--- src/pkg/rgf_map.svh ---
// Register offsets, field positions, reset values and decode constants of the receive control block.
`ifndef RGF_MAP_SVH
`define RGF_MAP_SVH

// Register addresses carried in the low four bits of a serial word.
`define RGF_ADDR_FILTER      4'h7
`define RGF_ADDR_SRC         4'h8
`define RGF_ADDR_SRC_SEL     4'h8
`define RGF_ADDR_GAIN        4'hB

// Serial word: fourteen data bits, most significant first, then four address bits.
`define RGF_DATA_W           14
`define RGF_WORD_BITS        5'h12

// Reset values of the stored registers.
`define RGF_RST_FILTER       14'h0002
`define RGF_RST_SRC          14'h0001
`define RGF_RST_GAIN         14'h0000

// Field positions.
`define RGF_GSRC_BIT         12
`define RGF_LNA_HI           6
`define RGF_LNA_LO           5
`define RGF_VGA_HI           4
`define RGF_VGA_LO           0
`define RGF_COARSE_HI        1
`define RGF_COARSE_LO        0
`define RGF_FINE_HI          2
`define RGF_FINE_LO          0
`define RGF_HPC_HI           13
`define RGF_HPC_LO           12

// Gain figures in dB, and the top VGA code.
`define RGF_LNA_MED_DB       6'h10
`define RGF_LNA_LOW_DB       6'h21
`define RGF_VGA_STEP_DB      6'h02
`define RGF_VGA_MAX_CODE     5'h1F

// Low-pass corners in kHz and trim percentages.
`define RGF_LPF_11B_KHZ      15'h1D4C
`define RGF_LPF_11G_KHZ      15'h2134
`define RGF_LPF_T1_KHZ       15'h3A98
`define RGF_LPF_T2_KHZ       15'h4650
`define RGF_TRIM_90          7'h5A
`define RGF_TRIM_95          7'h5F
`define RGF_TRIM_100         7'h64
`define RGF_TRIM_105         7'h69
`define RGF_TRIM_110         7'h6E

// Highpass corners in Hz.
`define RGF_HP_AC_HZ         20'h927C0
`define RGF_HP_100_HZ        20'h00064
`define RGF_HP_4K_HZ         20'h00FA0
`define RGF_HP_30K_HZ        20'h07530

`endif

--- src/pkg/rgf_pkg.sv ---
// Types shared by the receive gain and filter control block.
package rgf_pkg;

  // Operating state, one-hot.
  typedef enum logic [3:0] {
    RGF_OFF   = 4'h1,
    RGF_RX    = 4'h2,
    RGF_TX    = 4'h4,
    RGF_TXCAL = 4'h8
  } rgf_mode_t;

  // What the receive baseband outputs carry.
  typedef enum logic [1:0] {
    RGF_BB_IDLE = 2'h0,
    RGF_BB_RX   = 2'h1,
    RGF_BB_DET  = 2'h2
  } rgf_bbsrc_t;

  typedef logic [13:0] rgf_word_t;

endpackage

--- src/logic/rgf_serial_rx.sv ---
// Three-wire serial write receiver that delivers address and data words.
`timescale 1ns/10ps
`include "rgf_map.svh"
module rgf_serial_rx
  import rgf_pkg::*;
(
  input  wire logic       core_clk_in,
  input  wire logic       sys_rst_in,
  input  wire logic       ser_cs_n_in,
  input  wire logic       ser_sclk_in,
  input  wire logic       ser_din_in,
  output logic            wr_stb_out,
  output logic [3:0]      wr_addr_out,
  output rgf_word_t       wr_data_out
);

  logic        sclk_q,  sclk_d;
  logic        cs_n_q,  cs_n_d;
  logic [17:0] shift_q, shift_d;
  logic [4:0]  cnt_q,   cnt_d;
  logic        stb_q,   stb_d;
  logic [3:0]  addr_q,  addr_d;
  rgf_word_t   data_q,  data_d;

  // Shift on each rising serial clock while selected; deliver on deselect only for a whole word.
  // A short or long frame is dropped so a glitch on the select line cannot corrupt a register.
  always_comb begin
    sclk_d  = ser_sclk_in;
    cs_n_d  = ser_cs_n_in;
    shift_d = shift_q;
    cnt_d   = cnt_q;
    stb_d   = 1'b0;
    addr_d  = addr_q;
    data_d  = data_q;
    if (!ser_cs_n_in && ser_sclk_in && !sclk_q) begin
      shift_d = {shift_q[16:0], ser_din_in};
      if (cnt_q != 5'h1F) begin
        cnt_d = cnt_q + 5'h01;
      end
    end
    if (ser_cs_n_in && !cs_n_q) begin
      cnt_d = 5'h00;
      if (cnt_q == `RGF_WORD_BITS) begin
        stb_d  = 1'b1;
        addr_d = shift_q[3:0];
        data_d = shift_q[17:4];
      end
    end
  end

  // State registers.
  always_ff @(posedge core_clk_in or posedge sys_rst_in) begin
    if (sys_rst_in) begin
      sclk_q  <= 1'b0;
      cs_n_q  <= 1'b1;
      shift_q <= 18'h00000;
      cnt_q   <= 5'h00;
      stb_q   <= 1'b0;
      addr_q  <= 4'h0;
      data_q  <= 14'h0000;
    end else begin
      sclk_q  <= sclk_d;
      cs_n_q  <= cs_n_d;
      shift_q <= shift_d;
      cnt_q   <= cnt_d;
      stb_q   <= stb_d;
      addr_q  <= addr_d;
      data_q  <= data_d;
    end
  end

  assign wr_stb_out  = stb_q;
  assign wr_addr_out = addr_q;
  assign wr_data_out = data_q;

endmodule

--- src/logic/rgf_rx_control.sv ---
// Receive path control: operating state, gain source and decode, low-pass and highpass corner selection.
//
// Functional notes
// Receive enabled only when select low, awake.
// LNA code 11 max, 10 -16dB, 0x -33dB.
// LNA code from gain register or pins 7:6.
// Source register bit picks serial or pin gain.
// VGA has 62dB range, 2dB steps, five bits.
// VGA code bits binary weighted, 2dB to 32dB.
// All ones max gain, each decrement 2dB.
// Coarse corner from source register bits 1:0.
// Coarse codes: 7.5, 8.5, 15, 18 MHz.
// Coarse corner trimmed by filter register bits 2:0.
// Trim codes give 90 to 110 percent.
// Calibration routes detector to baseband outputs.
// Coupling pin high forces 600kHz AC coupling.
// Unselected gain source has no effect.
`timescale 1ns/10ps
`include "rgf_map.svh"
module rgf_rx_control
  import rgf_pkg::*;
(
  input  wire logic       core_clk_in,
  input  wire logic       sys_rst_in,
  input  wire logic       tx_rx_select_in,
  input  wire logic       power_down_n_in,
  input  wire logic       tx_cal_mode_in,
  input  wire logic       coupling_corner_select_in,
  input  wire logic       gain_pin_7_in,
  input  wire logic       gain_pin_6_in,
  input  wire logic       gain_pin_5_in,
  input  wire logic       gain_pin_4_in,
  input  wire logic       gain_pin_3_in,
  input  wire logic       gain_pin_2_in,
  input  wire logic       gain_pin_1_in,
  input  wire logic       ser_cs_n_in,
  input  wire logic       ser_sclk_in,
  input  wire logic       ser_din_in,
  output rgf_mode_t       mode_out,
  output logic            rx_path_en_out,
  output logic            gain_serial_sel_out,
  output logic [1:0]      lna_code_out,
  output logic [5:0]      lna_atten_db_out,
  output logic [4:0]      vga_code_out,
  output logic [5:0]      vga_atten_db_out,
  output logic [14:0]     lpf_coarse_khz_out,
  output logic [6:0]      lpf_trim_pct_out,
  output logic [14:0]     lpf_corner_khz_out,
  output logic            hp_ac_couple_out,
  output logic [19:0]     hp_corner_hz_out,
  output rgf_bbsrc_t      rx_inphase_out_p,
  output rgf_bbsrc_t      rx_quadrature_out_p
);

  // Serial write path.
  logic      wr_stb;
  logic [3:0] wr_addr;
  rgf_word_t wr_data;

  rgf_serial_rx u_serial (
    .core_clk_in (core_clk_in),
    .sys_rst_in  (sys_rst_in),
    .ser_cs_n_in (ser_cs_n_in),
    .ser_sclk_in (ser_sclk_in),
    .ser_din_in  (ser_din_in),
    .wr_stb_out  (wr_stb),
    .wr_addr_out (wr_addr),
    .wr_data_out (wr_data)
  );

  // Map a register address to its storage index; three means not held here.
  function automatic logic [1:0] reg_index(input logic [3:0] addr);
    case (addr)
      `RGF_ADDR_FILTER:  reg_index = 2'h0;
      `RGF_ADDR_SRC_SEL: reg_index = 2'h1;
      `RGF_ADDR_GAIN:    reg_index = 2'h2;
      default:           reg_index = 2'h3;
    endcase
  endfunction

  // Attenuation below maximum for an LNA code.
  function automatic logic [5:0] lna_atten(input logic [1:0] code);
    if (!code[1]) begin
      lna_atten = `RGF_LNA_LOW_DB;
    end else if (!code[0]) begin
      lna_atten = `RGF_LNA_MED_DB;
    end else begin
      lna_atten = 6'h00;
    end
  endfunction

  // Attenuation below maximum for a VGA code; each count is one 2dB step.
  function automatic logic [5:0] vga_atten(input logic [4:0] code);
    logic [4:0] steps;
    steps     = `RGF_VGA_MAX_CODE - code;
    vga_atten = {steps, 1'b0};
  endfunction

  // Stored write-only registers, reset to defined settings.
  rgf_word_t regs_q [0:2];
  rgf_word_t regs_d [0:2];
  localparam rgf_word_t RST_VAL [0:2] = '{`RGF_RST_FILTER, `RGF_RST_SRC, `RGF_RST_GAIN};

  // One identical write slot per register; unmapped addresses are dropped.
  genvar gi;
  generate
    for (gi = 0; gi < 3; gi = gi + 1) begin : g_reg
      always_comb begin
        regs_d[gi] = regs_q[gi];
        if (wr_stb && reg_index(wr_addr) == 2'(gi)) begin
          regs_d[gi] = wr_data;
        end
      end
      always_ff @(posedge core_clk_in or posedge sys_rst_in) begin
        if (sys_rst_in) begin
          regs_q[gi] <= RST_VAL[gi];
        end else begin
          regs_q[gi] <= regs_d[gi];
        end
      end
    end
  endgenerate

  // Operating state from the mode, shutdown and calibration inputs.
  rgf_mode_t mode_q, mode_d;

  always_comb begin
    case ({power_down_n_in, tx_rx_select_in})
      2'b10:   mode_d = RGF_RX;
      2'b11:   mode_d = tx_cal_mode_in ? RGF_TXCAL : RGF_TX;
      default: mode_d = RGF_OFF;
    endcase
  end

  always_ff @(posedge core_clk_in or posedge sys_rst_in) begin
    if (sys_rst_in) begin
      mode_q <= RGF_OFF;
    end else begin
      mode_q <= mode_d;
    end
  end

  // Gain decode. Only the selected source is looked at, so stray pin levels during serial
  // control cannot disturb the gain and stale register fields cannot leak into pin control.
  logic       gsel_q,  gsel_d;
  logic [1:0] lna_q,   lna_d;
  logic [5:0] lnadb_q, lnadb_d;
  logic [4:0] vga_q,   vga_d;
  logic [5:0] vgadb_q, vgadb_d;

  always_comb begin
    gsel_d = regs_q[1][`RGF_GSRC_BIT];
    if (gsel_d) begin
      lna_d = regs_q[2][`RGF_LNA_HI:`RGF_LNA_LO];
      vga_d = regs_q[2][`RGF_VGA_HI:`RGF_VGA_LO];
    end else begin
      lna_d = {gain_pin_7_in, gain_pin_6_in};
      vga_d = {gain_pin_5_in, gain_pin_4_in, gain_pin_3_in, gain_pin_2_in, gain_pin_1_in};
    end
    lnadb_d = lna_atten(lna_d);
    vgadb_d = vga_atten(vga_d);
  end

  always_ff @(posedge core_clk_in or posedge sys_rst_in) begin
    if (sys_rst_in) begin
      gsel_q  <= 1'b0;
      lna_q   <= 2'h0;
      lnadb_q <= `RGF_LNA_LOW_DB;
      vga_q   <= 5'h00;
      vgadb_q <= 6'h3E;
    end else begin
      gsel_q  <= gsel_d;
      lna_q   <= lna_d;
      lnadb_q <= lnadb_d;
      vga_q   <= vga_d;
      vgadb_q <= vgadb_d;
    end
  end

  // Filter corners. Unused trim codes fall back to the untrimmed corner.
  logic [14:0] coarse_q, coarse_d;
  logic [6:0]  trim_q,   trim_d;
  logic [14:0] corner_q, corner_d;
  logic        hpac_q,   hpac_d;
  logic [19:0] hphz_q,   hphz_d;
  logic [31:0] prod;

  always_comb begin
    case (regs_q[1][`RGF_COARSE_HI:`RGF_COARSE_LO])
      2'h0:    coarse_d = `RGF_LPF_11B_KHZ;
      2'h1:    coarse_d = `RGF_LPF_11G_KHZ;
      2'h2:    coarse_d = `RGF_LPF_T1_KHZ;
      default: coarse_d = `RGF_LPF_T2_KHZ;
    endcase
    case (regs_q[0][`RGF_FINE_HI:`RGF_FINE_LO])
      3'h0:    trim_d = `RGF_TRIM_90;
      3'h1:    trim_d = `RGF_TRIM_95;
      3'h3:    trim_d = `RGF_TRIM_105;
      3'h4:    trim_d = `RGF_TRIM_110;
      default: trim_d = `RGF_TRIM_100;
    endcase
    prod     = (32'(coarse_d) * 32'(trim_d)) / 32'd100;
    corner_d = prod[14:0];
    hpac_d   = coupling_corner_select_in;
    if (coupling_corner_select_in) begin
      hphz_d = `RGF_HP_AC_HZ;
    end else if (regs_q[0][`RGF_HPC_LO]) begin
      hphz_d = `RGF_HP_4K_HZ;
    end else if (regs_q[0][`RGF_HPC_HI]) begin
      hphz_d = `RGF_HP_30K_HZ;
    end else begin
      hphz_d = `RGF_HP_100_HZ;
    end
  end

  always_ff @(posedge core_clk_in or posedge sys_rst_in) begin
    if (sys_rst_in) begin
      coarse_q <= `RGF_LPF_11G_KHZ;
      trim_q   <= `RGF_TRIM_100;
      corner_q <= `RGF_LPF_11G_KHZ;
      hpac_q   <= 1'b0;
      hphz_q   <= `RGF_HP_100_HZ;
    end else begin
      coarse_q <= coarse_d;
      trim_q   <= trim_d;
      corner_q <= corner_d;
      hpac_q   <= hpac_d;
      hphz_q   <= hphz_d;
    end
  end

  // Baseband output routing follows the next operating state so it stays aligned with mode_out.
  rgf_bbsrc_t bb_q, bb_d;

  always_comb begin
    case (mode_d)
      RGF_RX:    bb_d = RGF_BB_RX;
      RGF_TXCAL: bb_d = RGF_BB_DET;
      default:   bb_d = RGF_BB_IDLE;
    endcase
  end

  always_ff @(posedge core_clk_in or posedge sys_rst_in) begin
    if (sys_rst_in) begin
      bb_q <= RGF_BB_IDLE;
    end else begin
      bb_q <= bb_d;
    end
  end

  // Outputs straight from flip-flops.
  assign mode_out            = mode_q;
  assign rx_path_en_out      = mode_q[1];
  assign gain_serial_sel_out = gsel_q;
  assign lna_code_out        = lna_q;
  assign lna_atten_db_out    = lnadb_q;
  assign vga_code_out        = vga_q;
  assign vga_atten_db_out    = vgadb_q;
  assign lpf_coarse_khz_out  = coarse_q;
  assign lpf_trim_pct_out    = trim_q;
  assign lpf_corner_khz_out  = corner_q;
  assign hp_ac_couple_out    = hpac_q;
  assign hp_corner_hz_out    = hphz_q;
  assign rx_inphase_out_p    = bb_q;
  assign rx_quadrature_out_p = bb_q;

  // Check qualifier: low in reset and on the edge that leaves it, so checks that look one cycle
  // back never compare against a cycle in which the flops were still held in reset.
  logic chk_en_q, chk_en_d;

  always_comb begin
    chk_en_d = 1'b1;
  end

  always_ff @(posedge core_clk_in or posedge sys_rst_in) begin
    if (sys_rst_in) begin
      chk_en_q <= 1'b0;
    end else begin
      chk_en_q <= chk_en_d;
    end
  end
endmodule

--- config.mk ---
export PLATFORM = sky130hd
export DESIGN_NAME = rgf_rx_control
export DESIGN_NICKNAME = d
export VERILOG_FILES = /design/src/pkg/rgf_pkg.sv /design/src/logic/rgf_serial_rx.sv /design/src/logic/rgf_rx_control.sv
export VERILOG_INCLUDE_DIRS = /design/src /design/src/pkg
export SDC_FILE = /design/constraint.sdc
export NUM_CORES = 1
export LEC_CHECK = 0
export BUFFER_PORTS_ARGS = -buffer_cell sky130_fd_sc_hd__buf_4
export CAP_MARGIN = 0
export CORE_MARGIN = 3
export CORE_UTILIZATION = 50
export DETAILED_ROUTE_END_ITERATION = 7
export PLACE_DENSITY = 0.72
export SLEW_MARGIN = 20
export SYNTH_ARGS = -nofsm -noshare
export SYNTH_HDL_FRONTEND = slang
export SYNTH_SLANG_ARGS = --single-unit
--- constraint.sdc ---
create_clock -name core_clk_in -period 12.3 [get_ports core_clk_in]
set_input_delay 0.615 -clock core_clk_in [delete_from_list [all_inputs] [get_ports core_clk_in]]
set_output_delay 0.615 -clock core_clk_in [all_outputs]
set_load 0.05 [all_outputs]
* Yosys cells after proc, flatten, opt, wreduce, memory -nomap -nowiden
Index checks and enable logic that the tools add are counted. Widths: inputs -> output; s select.
Word-level totals: register bits after elaboration 161, input bits 16, output and inout port bits 87, logic and storage cells 76
Operators by class: add/sub/neg operators 2, multiply operators 1, divide/modulo/power cells 1, equal/unequal tests 16, muxes and demuxes 18, reductions and logical operators 16
Operators with widths (number):
- $pmux 15 s3 | 1
- $div 22x7->32 const B | 1
- $mux 15 | 2
- $mux 5 | 5
- $pmux 6 s4 | 1
- $mul 15x7->22 | 1
- $mux 20 | 1
- $eq 4x4->1 const B | 3
- $eq 2x2->1 const B | 4
- $pmux 4 s2 | 1
- $logic_and 1x1->1 | 6
- $mux 6 | 1
- $pmux 2 s3 | 1
- $add 5x1->5 const B | 1
- $eq 5x5->1 const B | 1
- $ne 5x5->1 const B | 1
- $sub 5x5->5 const A | 1
- $eq 2x1->1 const B | 2
- $eq 4x2->1 const B | 1
- $eq 4x3->1 const B | 1
- $logic_not 2->1 | 2
- $mux 4 | 1
- $pmux 2 s2 | 1
- $reduce_and 2->1 | 2
- other kinds (8) | 12

* Longest topological paths before layout
Gate-level depths: netlist (run 1).
word-level depth 5, mapped depth 59, mapped depth without buffers 55

* Hierarchy
From an unflattened synthesis (run 1), not the netlist that was laid out.
Unflattened totals: cell total of the unflattened synthesis 1189, area total of the unflattened synthesis 11081.9 µm²
Modules (own cells, without submodules):
- rgf_rx_control | times used 1, cells each 1079, area an instance 9323.9 µm²
- rgf_serial_rx | times used 1, cells each 110, area an instance 1757.9 µm²

* Worst setup path before layout (run 1)
No wires, ideal clock.
kind register to register, start reg regs_q[14] (netlist bit), end reg corner_q[0], in the netlist lpf_corner_khz_out[0], arrival time 13.083 ns, setup slack -0.877 ns, cell stages (with the launch flop) 52, buffers on the path 4, period minus slack after synthesis 13.177 ns, cell sequence dfstp_2 -> ha_1 -> clkbuf_1 -> or2_2 -> clkinv_1 -> nand2_1 -> inv_1 -> fa_1 -> fa_1 -> fa_1 -> inv_1 -> fa_1 -> inv_1 -> ha_1 -> buf_4 -> a21o_1 -> or2_2 -> o311ai_1 -> [16 not listed] -> a2bb2oi_1 -> nor2_1 -> o2111ai_1 -> o22ai_2 -> a311o_1 -> a21o_1 -> a41oi_1 -> and3_2 -> o22ai_1 -> a221oi_1 -> buf_2 -> a211oi_1 -> or3_1 -> o221a_2 -> xnor2_1 -> o31ai_1 -> nor3b_2 -> a221oi_2
On the way: longest elaborated chain between the ends 4
RTL lines:
- from (decl) | line rgf_rx_control.sv:100 | rgf_word_t regs_q [0:2];
- from (signal, indexed assignment) | line rgf_rx_control.sv:116 | regs_q[gi] <= RST_VAL[gi];
- from (signal, indexed assignment) | line rgf_rx_control.sv:118 | regs_q[gi] <= regs_d[gi];
- $eq 2x2->1, or another cell as far along | line rgf_rx_control.sv:189 | case (regs_q[1][`RGF_COARSE_HI:`RGF_COARSE_LO])
- $pmux 15 s3 * | line rgf_rx_control.sv:189
- named net coarse_d[14] | line rgf_rx_control.sv:181 | logic [14:0] coarse_q, coarse_d;
- $mul 15x7->22 * | line rgf_rx_control.sv:202 | prod = (32'(coarse_d) * 32'(trim_d)) / 32'd100;
- $div 22x7->32 * | line rgf_rx_control.sv:202
- named net prod[0] | line rgf_rx_control.sv:186 | logic [31:0] prod;
- to (signal assigned) | line rgf_rx_control.sv:220 | corner_q <= `RGF_LPF_11G_KHZ;
- to (signal assigned) | line rgf_rx_control.sv:226 | corner_q <= corner_d;
- to (decl) | line rgf_rx_control.sv:183 | logic [14:0] corner_q, corner_d;
The timed path passes the listed nets; every way through them passes the cells marked *. A chain may end at the register's enable or synchronous reset.

* Worst setup path in the final report (run 1)
start reg regs_q[29] (netlist bit), end reg corner_q[0], in the netlist lpf_corner_khz_out[0]
On the way: longest elaborated chain between the ends 4
RTL lines:
- $eq 3x3->1, or another cell as far along | line rgf_rx_control.sv:195 | case (regs_q[0][`RGF_FINE_HI:`RGF_FINE_LO])
- $pmux 6 s4 * | line rgf_rx_control.sv:195
- named net trim_d[4] | line rgf_rx_control.sv:182 | logic [6:0] trim_q, trim_d;
- $mul 15x7->22 * | line rgf_rx_control.sv:202
- $div 22x7->32 * | line rgf_rx_control.sv:202
- named net prod[0] | line rgf_rx_control.sv:186
Marked as above.

==> results of run 1 <==
power by group through the flow:
| stage | sequential (mW) | combinational (mW) | clock (mW) |
|---|---|---|---|
| 2_1_floorplan | 0.422 | 0.0427 | 0 |
| 3_3_place_gp | 0.410 | 0.0694 | 0 |
| 3_5_place_dp | 0.411 | 0.0718 | 0 |
| 4_1_cts | 0.406 | 0.0727 | 0.513 |
| 5_1_grt | 0.409 | 0.0770 | 0.529 |
| 6_report | 0.407 | 0.0724 | 0.508 |
layout by cell type (no fill, tap or decap), types with 10 or more instances in the layout:
cell type / synthesis / layout
o21a_1: 16 / 16
o21ai_2: 4 / 14
a21o_1: 24 / 19
xnor2_1: 27 / 21
buf_4: 30 / 501
inv_1: 87 / 75
nand2_1: 118 / 105
and2_1: 21 / 14
ha_1: 52 / 37
buf_6: 0 / 19
fa_1: 48 / 45
ha_4: 0 / 15
dfrtp_1: 89 / 88
o211ai_1: 19 / 19
nor3_1: 29 / 22
buf_12: 0 / 10
nor2_4: 1 / 11
nand4_1: 18 / 18
nand3_1: 28 / 25
nand2b_1: 13 / 11
dfstp_2: 24 / 24
nor2_1: 94 / 79
o21ai_0: 41 / 36
a21oi_2: 6 / 14
clkbuf_16: 0 / 17
nand2_2: 1 / 10
or2_2: 14 / 10
xor2_1: 15 / 15
conb_1: 2 / 13
a21oi_1: 47 / 34
mux2i_1: 16 / 15
mux2_2: 38 / 36
a211oi_1: 22 / 13
path summary, 6_finish.rpt:
path	slack, ns	cells after the start	startpoint	to
setup / recovery	-1.66	61	regs_q[29]	lpf_corner_khz_out[0]
setup reg to reg	-1.66	61	regs_q[29]	lpf_corner_khz_out[0]
max in group asynchronous	10.96	3	sys_rst_in	regs_q[15]
min in group core_clk_in	0.30	1	ser_sclk_in	u_serial.sclk_q
hold reg to reg	0.46	2	u_serial.shift_q[17]	u_serial.wr_data_out[13]
hold / removal	0.23	2	sys_rst_in	lpf_trim_pct_out[3]
worst reg2reg max path: cells and delay by family, from the launching register on:
kind	cells	cell delay, ns
adder cells (fa/ha/maj)	5	2.36
flip-flops	1	0.58
AO/OA/AOI/OAI	24	5.07
AND/OR/NAND/NOR	13	2.94
XOR/XNOR	1	0.20
multiplexers	1	0.33
buffers and inverters	17	2.36
repair_timing:
| action | in CTS | in global routing |
|---|---|---|
| setup buffers | 50 | 42 |
| gates cloned | 0 | 0 |
| pin swaps | 70 | 85 |
| resized for setup | 130 | 88 |
| endpoints found under the setup margin | 3 | 4 |
final cells by class:
type	count	area [um2]	share of cell area [%]
Clock inverter	15	168	0.953
Inverter	94	393	2.23
Sequential cell	113	2860	16.2
Clock buffer	17	425	2.42
Tap cell	280	350	1.99
Timing Repair Buffer	530	4180	23.7
Multi-Input combinational cell	990	9230	52.4
metal layers:
layer | vias up | wire [um]
li1 | 5536 | -
met1 | 6249 | 16400
met2 | 821 | 21600
met3 | 259 | 3390
met4 | 0 | 2750
met5 | - | 0
Yosys cell counts, types with 14 or more instances:
| library cell | n |
|---|---|
| a211oi_1 | 22 |
| a21o_1 | 24 |
| a21oi_1 | 47 |
| a31oi_1 | 14 |
| and2_1 | 21 |
| buf_4 | 30 |
| clkbuf_1 | 21 |
| dfrtp_1 | 89 |
| dfstp_2 | 24 |
| fa_1 | 48 |
| ha_1 | 52 |
| inv_1 | 87 |
| mux2_2 | 38 |
| mux2i_1 | 16 |
| nand2_1 | 118 |
| nand3_1 | 28 |
| nand4_1 | 18 |
| nor2_1 | 94 |
| nor3_1 | 29 |
| o211ai_1 | 19 |
| o21a_1 | 16 |
| o21ai_0 | 41 |
| o21ai_1 | 14 |
| or2_2 | 14 |
| xnor2_1 | 27 |
| xor2_1 | 15 |
flip-flops by register name, summed over array words and instances, names as in the netlist:
register              count
u_serial.cnt_q            5
rx_inphase_out_p          2
u_serial.wr_data_out      9
lna_atten_db_out          2
vga_code_out              5
u_serial.wr_addr_out      4
vga_atten_db_out          5
u_serial.cs_n_q           1
lna_code_out              2
gsel_d                    1
hp_corner_hz_out          9
mode_out                  3
lpf_trim_pct_out          6
u_serial.wr_stb_out       1
u_serial.sclk_q           1
u_serial.shift_q         18
lpf_corner_khz_out       15
lpf_coarse_khz_out        9
gain_serial_sel_out       1
regs_q                   14
cell families (layout without fill, tap and decap cells):
| family | Yosys count | count (layout) |
|---|---|---|
| compound gates | 365 | 365 |
| xor+xnor | 44 | 44 |
| fa+ha+maj | 103 | 103 |
| buf+inv | 155 | 656 |
| flops | 113 | 113 |
| mux | 56 | 56 |
| other cells | 2 | 13 |
| simple gates | 409 | 409 |
through the flow:
stage | cell area, um2 | total power, mW
2_1_floorplan | 11800 | 0.465
3_3_place_gp | 15100 | 0.479
3_5_place_dp | 15100 | 0.483
4_1_cts | 16800 | 0.991
5_1_grt | 17600 | 1.01
6_report | 17600 | 0.987
==> results.py, run 1 <==
metrics = {
    "run_status": {
        "status": "finished with violations",
        "violations": "setup timing",
    },
    "global_route": {
        "grt_usage_pct": 31.7,
        "use_met2_pct": 57.1,
        "top_usage_layer": "met2",
        "antenna_found_initial": 0,
        "grt_pass1_vias": 12600,
        "grtUsageMet3_pct": 4.08,
        "globalRouteMet1Util_pct": 38.2,
        "grt_pass1_wl_um": 63200,
        "grt_max_degree": 83,
        "grt.overflow.total": 0,
    },
    "synthesis": {
        "yosysTopAreaCell": "dfrtp_1",
        "yosys_most_used_dff": "dfrtp_1",
        "synth_edf_count": 0,
        "ys_types": 123,
        "synth-compound-area-share_pct": 25.8,
        "synthXorXnorAreaFrac_pct": 3.55,
        "async_flop_share_pct": 100,
        "ys_seq_area_share_pct": 25.3,
        "synth_area_um2": 11300,
        "syn_avg_cell_area_um2": 9.04,
        "syn_inst": 1247,
        "synth_fa_ha_area_share_pct": 14.6,
        "synth.area.top_cells": "dfrtp_1 20%, fa_1 8.5%, ha_1 5.8%, dfstp_2 5.6%, nand2_1 3.9%",
        "synth_top_family_by_area": "compound AO/OA/AOI/OAI gates",
        "ys_ff_latch": 113,
        "yosysTopAreaCellShare_pct": 19.8,
        "synthMuxAreaShare_pct": 5.52,
        "yosys_warnings": 0,
        "synth-simple-area-share_pct": 18.9,
    },
    "sta": {
        "maxSlewHeadroom_pct": 36.4,
        "finalHoldViolCount": 0,
        "final.setup.tns_ns": -4.64,
        "fin_crit_ns": 13.96,
        "slew_viol_final": 0,
        "grt_setup_unrepaired": "yes",
        "setup_violations": 4,
        "clock_skew_ns": 0.0214,
        "worstMarginPinSlew_ns": 0.950,
        "fin_ws_ns": -1.66,
        "whs_ns": 0.233,
        "fin_crit_sh_pct": 114,
        "fmax_mhz": 71.6,
    },
    "clock_network": {
        "cts-root-buf": "clkbuf_16",
        "cts_tree": "yes",
        "clockBufferDepth": 2,
        "clk_pin_slew_worst_paths_ns": 0.07,
        "htree_levels": 4,
        "cts_hold_buf": 0,
        "insertion_delay_ns": 0.44,
        "cts_inserted_buffers": 17,
        "clock_sinks": 113,
    },
    "critical_path": {
        "cp-start-kind": "register",
        "cp_slowest_cell": "fa_1",
        "crit_family": "compound AO/OA/AOI/OAI gates",
        "path_max_fanout": 7,
        "worstSetupEndpointType": "register",
        "critPathArrivalTime_ns": 14.25,
        "crit_type": "register to register",
        "slowest_delay_ns": 0.60,
        "required_ns": 12.58,
        "critPathBufInv": 17,
        "path_common_cell": "buf_4",
    },
    "power_and_ir_drop": {
        "p_leak_nw": 8.17,
        "power.share.clock_pct": 51.5,
        "switchingPower_mw": 0.282,
        "p_comb_share_pct": 7.3,
        "seq_power_share_pct": 41.2,
        "p_sw_share_pct": 28.6,
        "ir_drop_v": 0.0000822,
        "power_density_nw_per_um2": 56.1,
        "internal-power_mw": 0.705,
    },
    "floorplan": {
        "io_pins": 103,
        "die-width_um": 156,
        "num_rows": 54,
        "die_y_um": 156,
        "start_util_pct": 51.3,
        "core_region_area_um2": 22000,
        "die-area_um2": 24400,
    },
    "place": {
        "gp_congestion": 0.942,
        "dpl.hpwl_um": 26600,
        "placed_cells": 1917,
        "dp_slack_ns": -1.15,
        "place.port_buffers": 89,
    },
    "finish": {
        "fin_cells": 2039,
        "final_util_pct": 80.1,
        "layout-drive-gt1-share_pct": 52.1,
        "num-fill-cells": 1209,
        "synthToLayoutAreaGrowth_pct": 56.1,
        "nets": 1862,
        "antennaDiodeCount": 0,
    },
    "routing": {
        "via_per_inst": 6.31,
        "detail_route.wl_per_cell_um": 21.7,
        "num_vias": 12900,
        "drc": 0,
        "totalWireLength_um": 44200,
        "dr.pass1.iters": 6,
        "postRouteAntennaNets": 0,
        "drtIter0Drc": 1327,
    },
    "worst_hold_path": {
        "hp-class": "input pin to asynchronous set/reset pin",
    },
    "run": {
        "cap_viol_max_count": 0,
    },
}
(Power assumes the default switching activity.)
==> run 2, diff against run 1 <==
PLACE_DENSITY = 0.69   (was 0.72)
clock period = 13.8 ns   (was 12.3 ns; I/O delays follow)
==> run 2 against run 1 <==
The flow now finishes without violations. Register-to-register slack improved by 1.9 ns. Maximum frequency increased by 3.2%. Clock power decreased by 6.7%. Clock skew decreased by 0.0044 ns. Worst hold slack improved by 0.041 ns. Clock-buffer cell count unchanged. Routed wire length decreased by 27%. Die area unchanged. Sequential share of layout area increased by 3.3 points. Utilization decreased by 14 points. Highest routed layer unchanged.
==> results.py, run 2 (same netlist as run 1, synthesis figures left out) <==
metrics = {
    "sta": {
        "worstMarginPinSlew_ns": 1.03,
        "fin_crit_ns": 13.53,
        "finalHoldViolCount": 0,
        "fmax_mhz": 73.9,
        "clock_skew_ns": 0.0171,
        "fin_crit_sh_pct": 98.0,
        "slew_viol_final": 0,
        "setup_violations": 0,
        "maxSlewHeadroom_pct": 31.0,
    },
    "critical_path": {
        "critPathBufInv": 11,
        "crit_type": "register to register",
        "crit_family": "compound AO/OA/AOI/OAI gates",
        "slowest_delay_ns": 0.60,
        "r2r_setup_slack_ns": 0.27,
        "worstSetupEndpointType": "register",
        "timing.rr.end": "lpf_corner_khz_out[0]",
        "regToRegStartpoint": "regs_q[14]",
        "path_max_fanout": 7,
        "cp-start-kind": "register",
        "cp_slowest_cell": "dfstp_2",
        "required_ns": 14.14,
        "worst-r2r-cell-count": 54,
        "critPathArrivalTime_ns": 13.86,
        "path_common_cell": "buf_4",
    },
    "place": {
        "placed_area_um2": 12800,
        "placed_cells": 1677,
        "place.port_buffers": 89,
        "dpl.hpwl_um": 23600,
        "gp_congestion": 0.958,
    },
    "power_and_ir_drop": {
        "power_density_nw_per_um2": 61.6,
        "finalPower_mw": 0.898,
        "ir_drop_v": 0.0000620,
        "p_leak_nw": 6.59,
    },
    "clock_network": {
        "cts_inserted_buffers": 17,
        "htree_levels": 4,
        "cts_tree": "yes",
        "cts_hold_buf": 0,
        "insertion_delay_ns": 0.43,
        "cts-root-buf": "clkbuf_16",
        "clock_sinks": 113,
        "clk_pin_slew_worst_paths_ns": 0.07,
        "clockBufferDepth": 2,
    },
    "finish": {
        "largest_register_ff_count": 18,
        "final_util_pct": 66.5,
        "num-fill-cells": 1765,
        "multi_input_area_um2": 8510,
        "finalInstanceArea_um2": 14600,
        "nets": 1579,
        "seqCellArea_um2": 2860,
        "layout-drive-gt1-share_pct": 37.4,
        "final_cell_mix": "239 x buf_4, 114 x nand2_1, 92 x nor2_1",
        "fin_cells": 1756,
        "final_common_cell": "buf_4",
        "max_flop_register": "u_serial.shift_q",
        "synthToLayoutAreaGrowth_pct": 29.4,
        "antennaDiodeCount": 0,
    },
    "worst_hold_path": {
        "hp-class": "input pin to asynchronous set/reset pin",
    },
    "floorplan": {
        "num_rows": 54,
        "io_pins": 103,
        "die-area_um2": 24400,
        "die-width_um": 156,
        "die_y_um": 156,
        "core_region_area_um2": 22000,
        "start_util_pct": 51.3,
    },
    "global_route": {
        "grt_max_degree": 85,
        "grt_pass1_wl_um": 50600,
        "antenna_found_initial": 0,
        "grt_pass1_vias": 10000,
        "grt_usage_pct": 25.3,
        "grt.overflow.total": 0,
    },
    "routing": {
        "detail_route.wl_per_cell_um": 18.4,
        "num_vias": 10500,
        "via_per_inst": 5.97,
        "postRouteAntennaNets": 0,
        "totalWireLength_um": 32300,
        "dr.pass1.iters": 5,
        "drc": 0,
        "drtIter0Drc": 711,
    },
    "run_status": {
        "status": "finished clean",
    },
    "run": {
        "cap_viol_max_count": 0,
    },
}
-- run 2: worst max-delay path by stage --
stage	start	to	slack, ns	cells past startpoint
floorplan	regs_q[14]	lpf_corner_khz_out[0]	0.62	51
global placement	regs_q[14]	lpf_corner_khz_out[0]	-0.10	50
detailed placement	regs_q[14]	lpf_corner_khz_out[0]	-0.23	53
CTS	regs_q[14]	lpf_corner_khz_out[0]	0.002	52
global route	regs_q[14]	lpf_corner_khz_out[0]	-0.21	59
finish	regs_q[14]	lpf_corner_khz_out[0]	0.27	54
-- run 2: metal layers --
metal  share of wire [%]  track usage, %  vias up
met5                   0               0        -
li1                    -               -     4964
met4                 2.7            7.88        0
met3                 4.9            3.69       71
met2                  49            42.4      355
met1                  43            34.0     5086
-- run 2: power breakdown --
group	switching, mW	leakage, nW	internal, mW	total, mW
clock network	0.198	0.298	0.275	0.474
registers	0.0119	1.39	0.349	0.361
logic	0.0421	4.91	0.0211	0.0633
total	0.252	6.59	0.646	0.898
-- run 2: area by class of cell --
| type | instances | share of cell area [%] |
|---|---|---|
| inverter | 94 | 2.46 |
| tap | 280 | 2.40 |
| sequential | 113 | 19.6 |
| clock buffer | 17 | 2.92 |
| timing repair buffer | 247 | 13.0 |
| multi-input combinational | 990 | 58.3 |
| clock inverter | 15 | 1.25 |
-- run 2: stage by stage --
stage	hold slack [ns]	TNS, ns	setup slack (ns)
6_report	0.274	0	0.272
5_1_grt	0.305	-0.388	-0.206
4_1_cts	0.286	0	0.00174
3_5_place_dp	0.435	-0.414	-0.227
3_3_place_gp	0.423	-0.172	-0.102
2_1_floorplan	0.352	0	0.623
-- run 2: what timing repair did --
item / CTS / global route
endpoints found under the setup margin: 2 / 3
buffers inserted: 3 / 43
pin swaps: 7 / 52
resized for setup: 12 / 146
gates cloned: 0 / 1
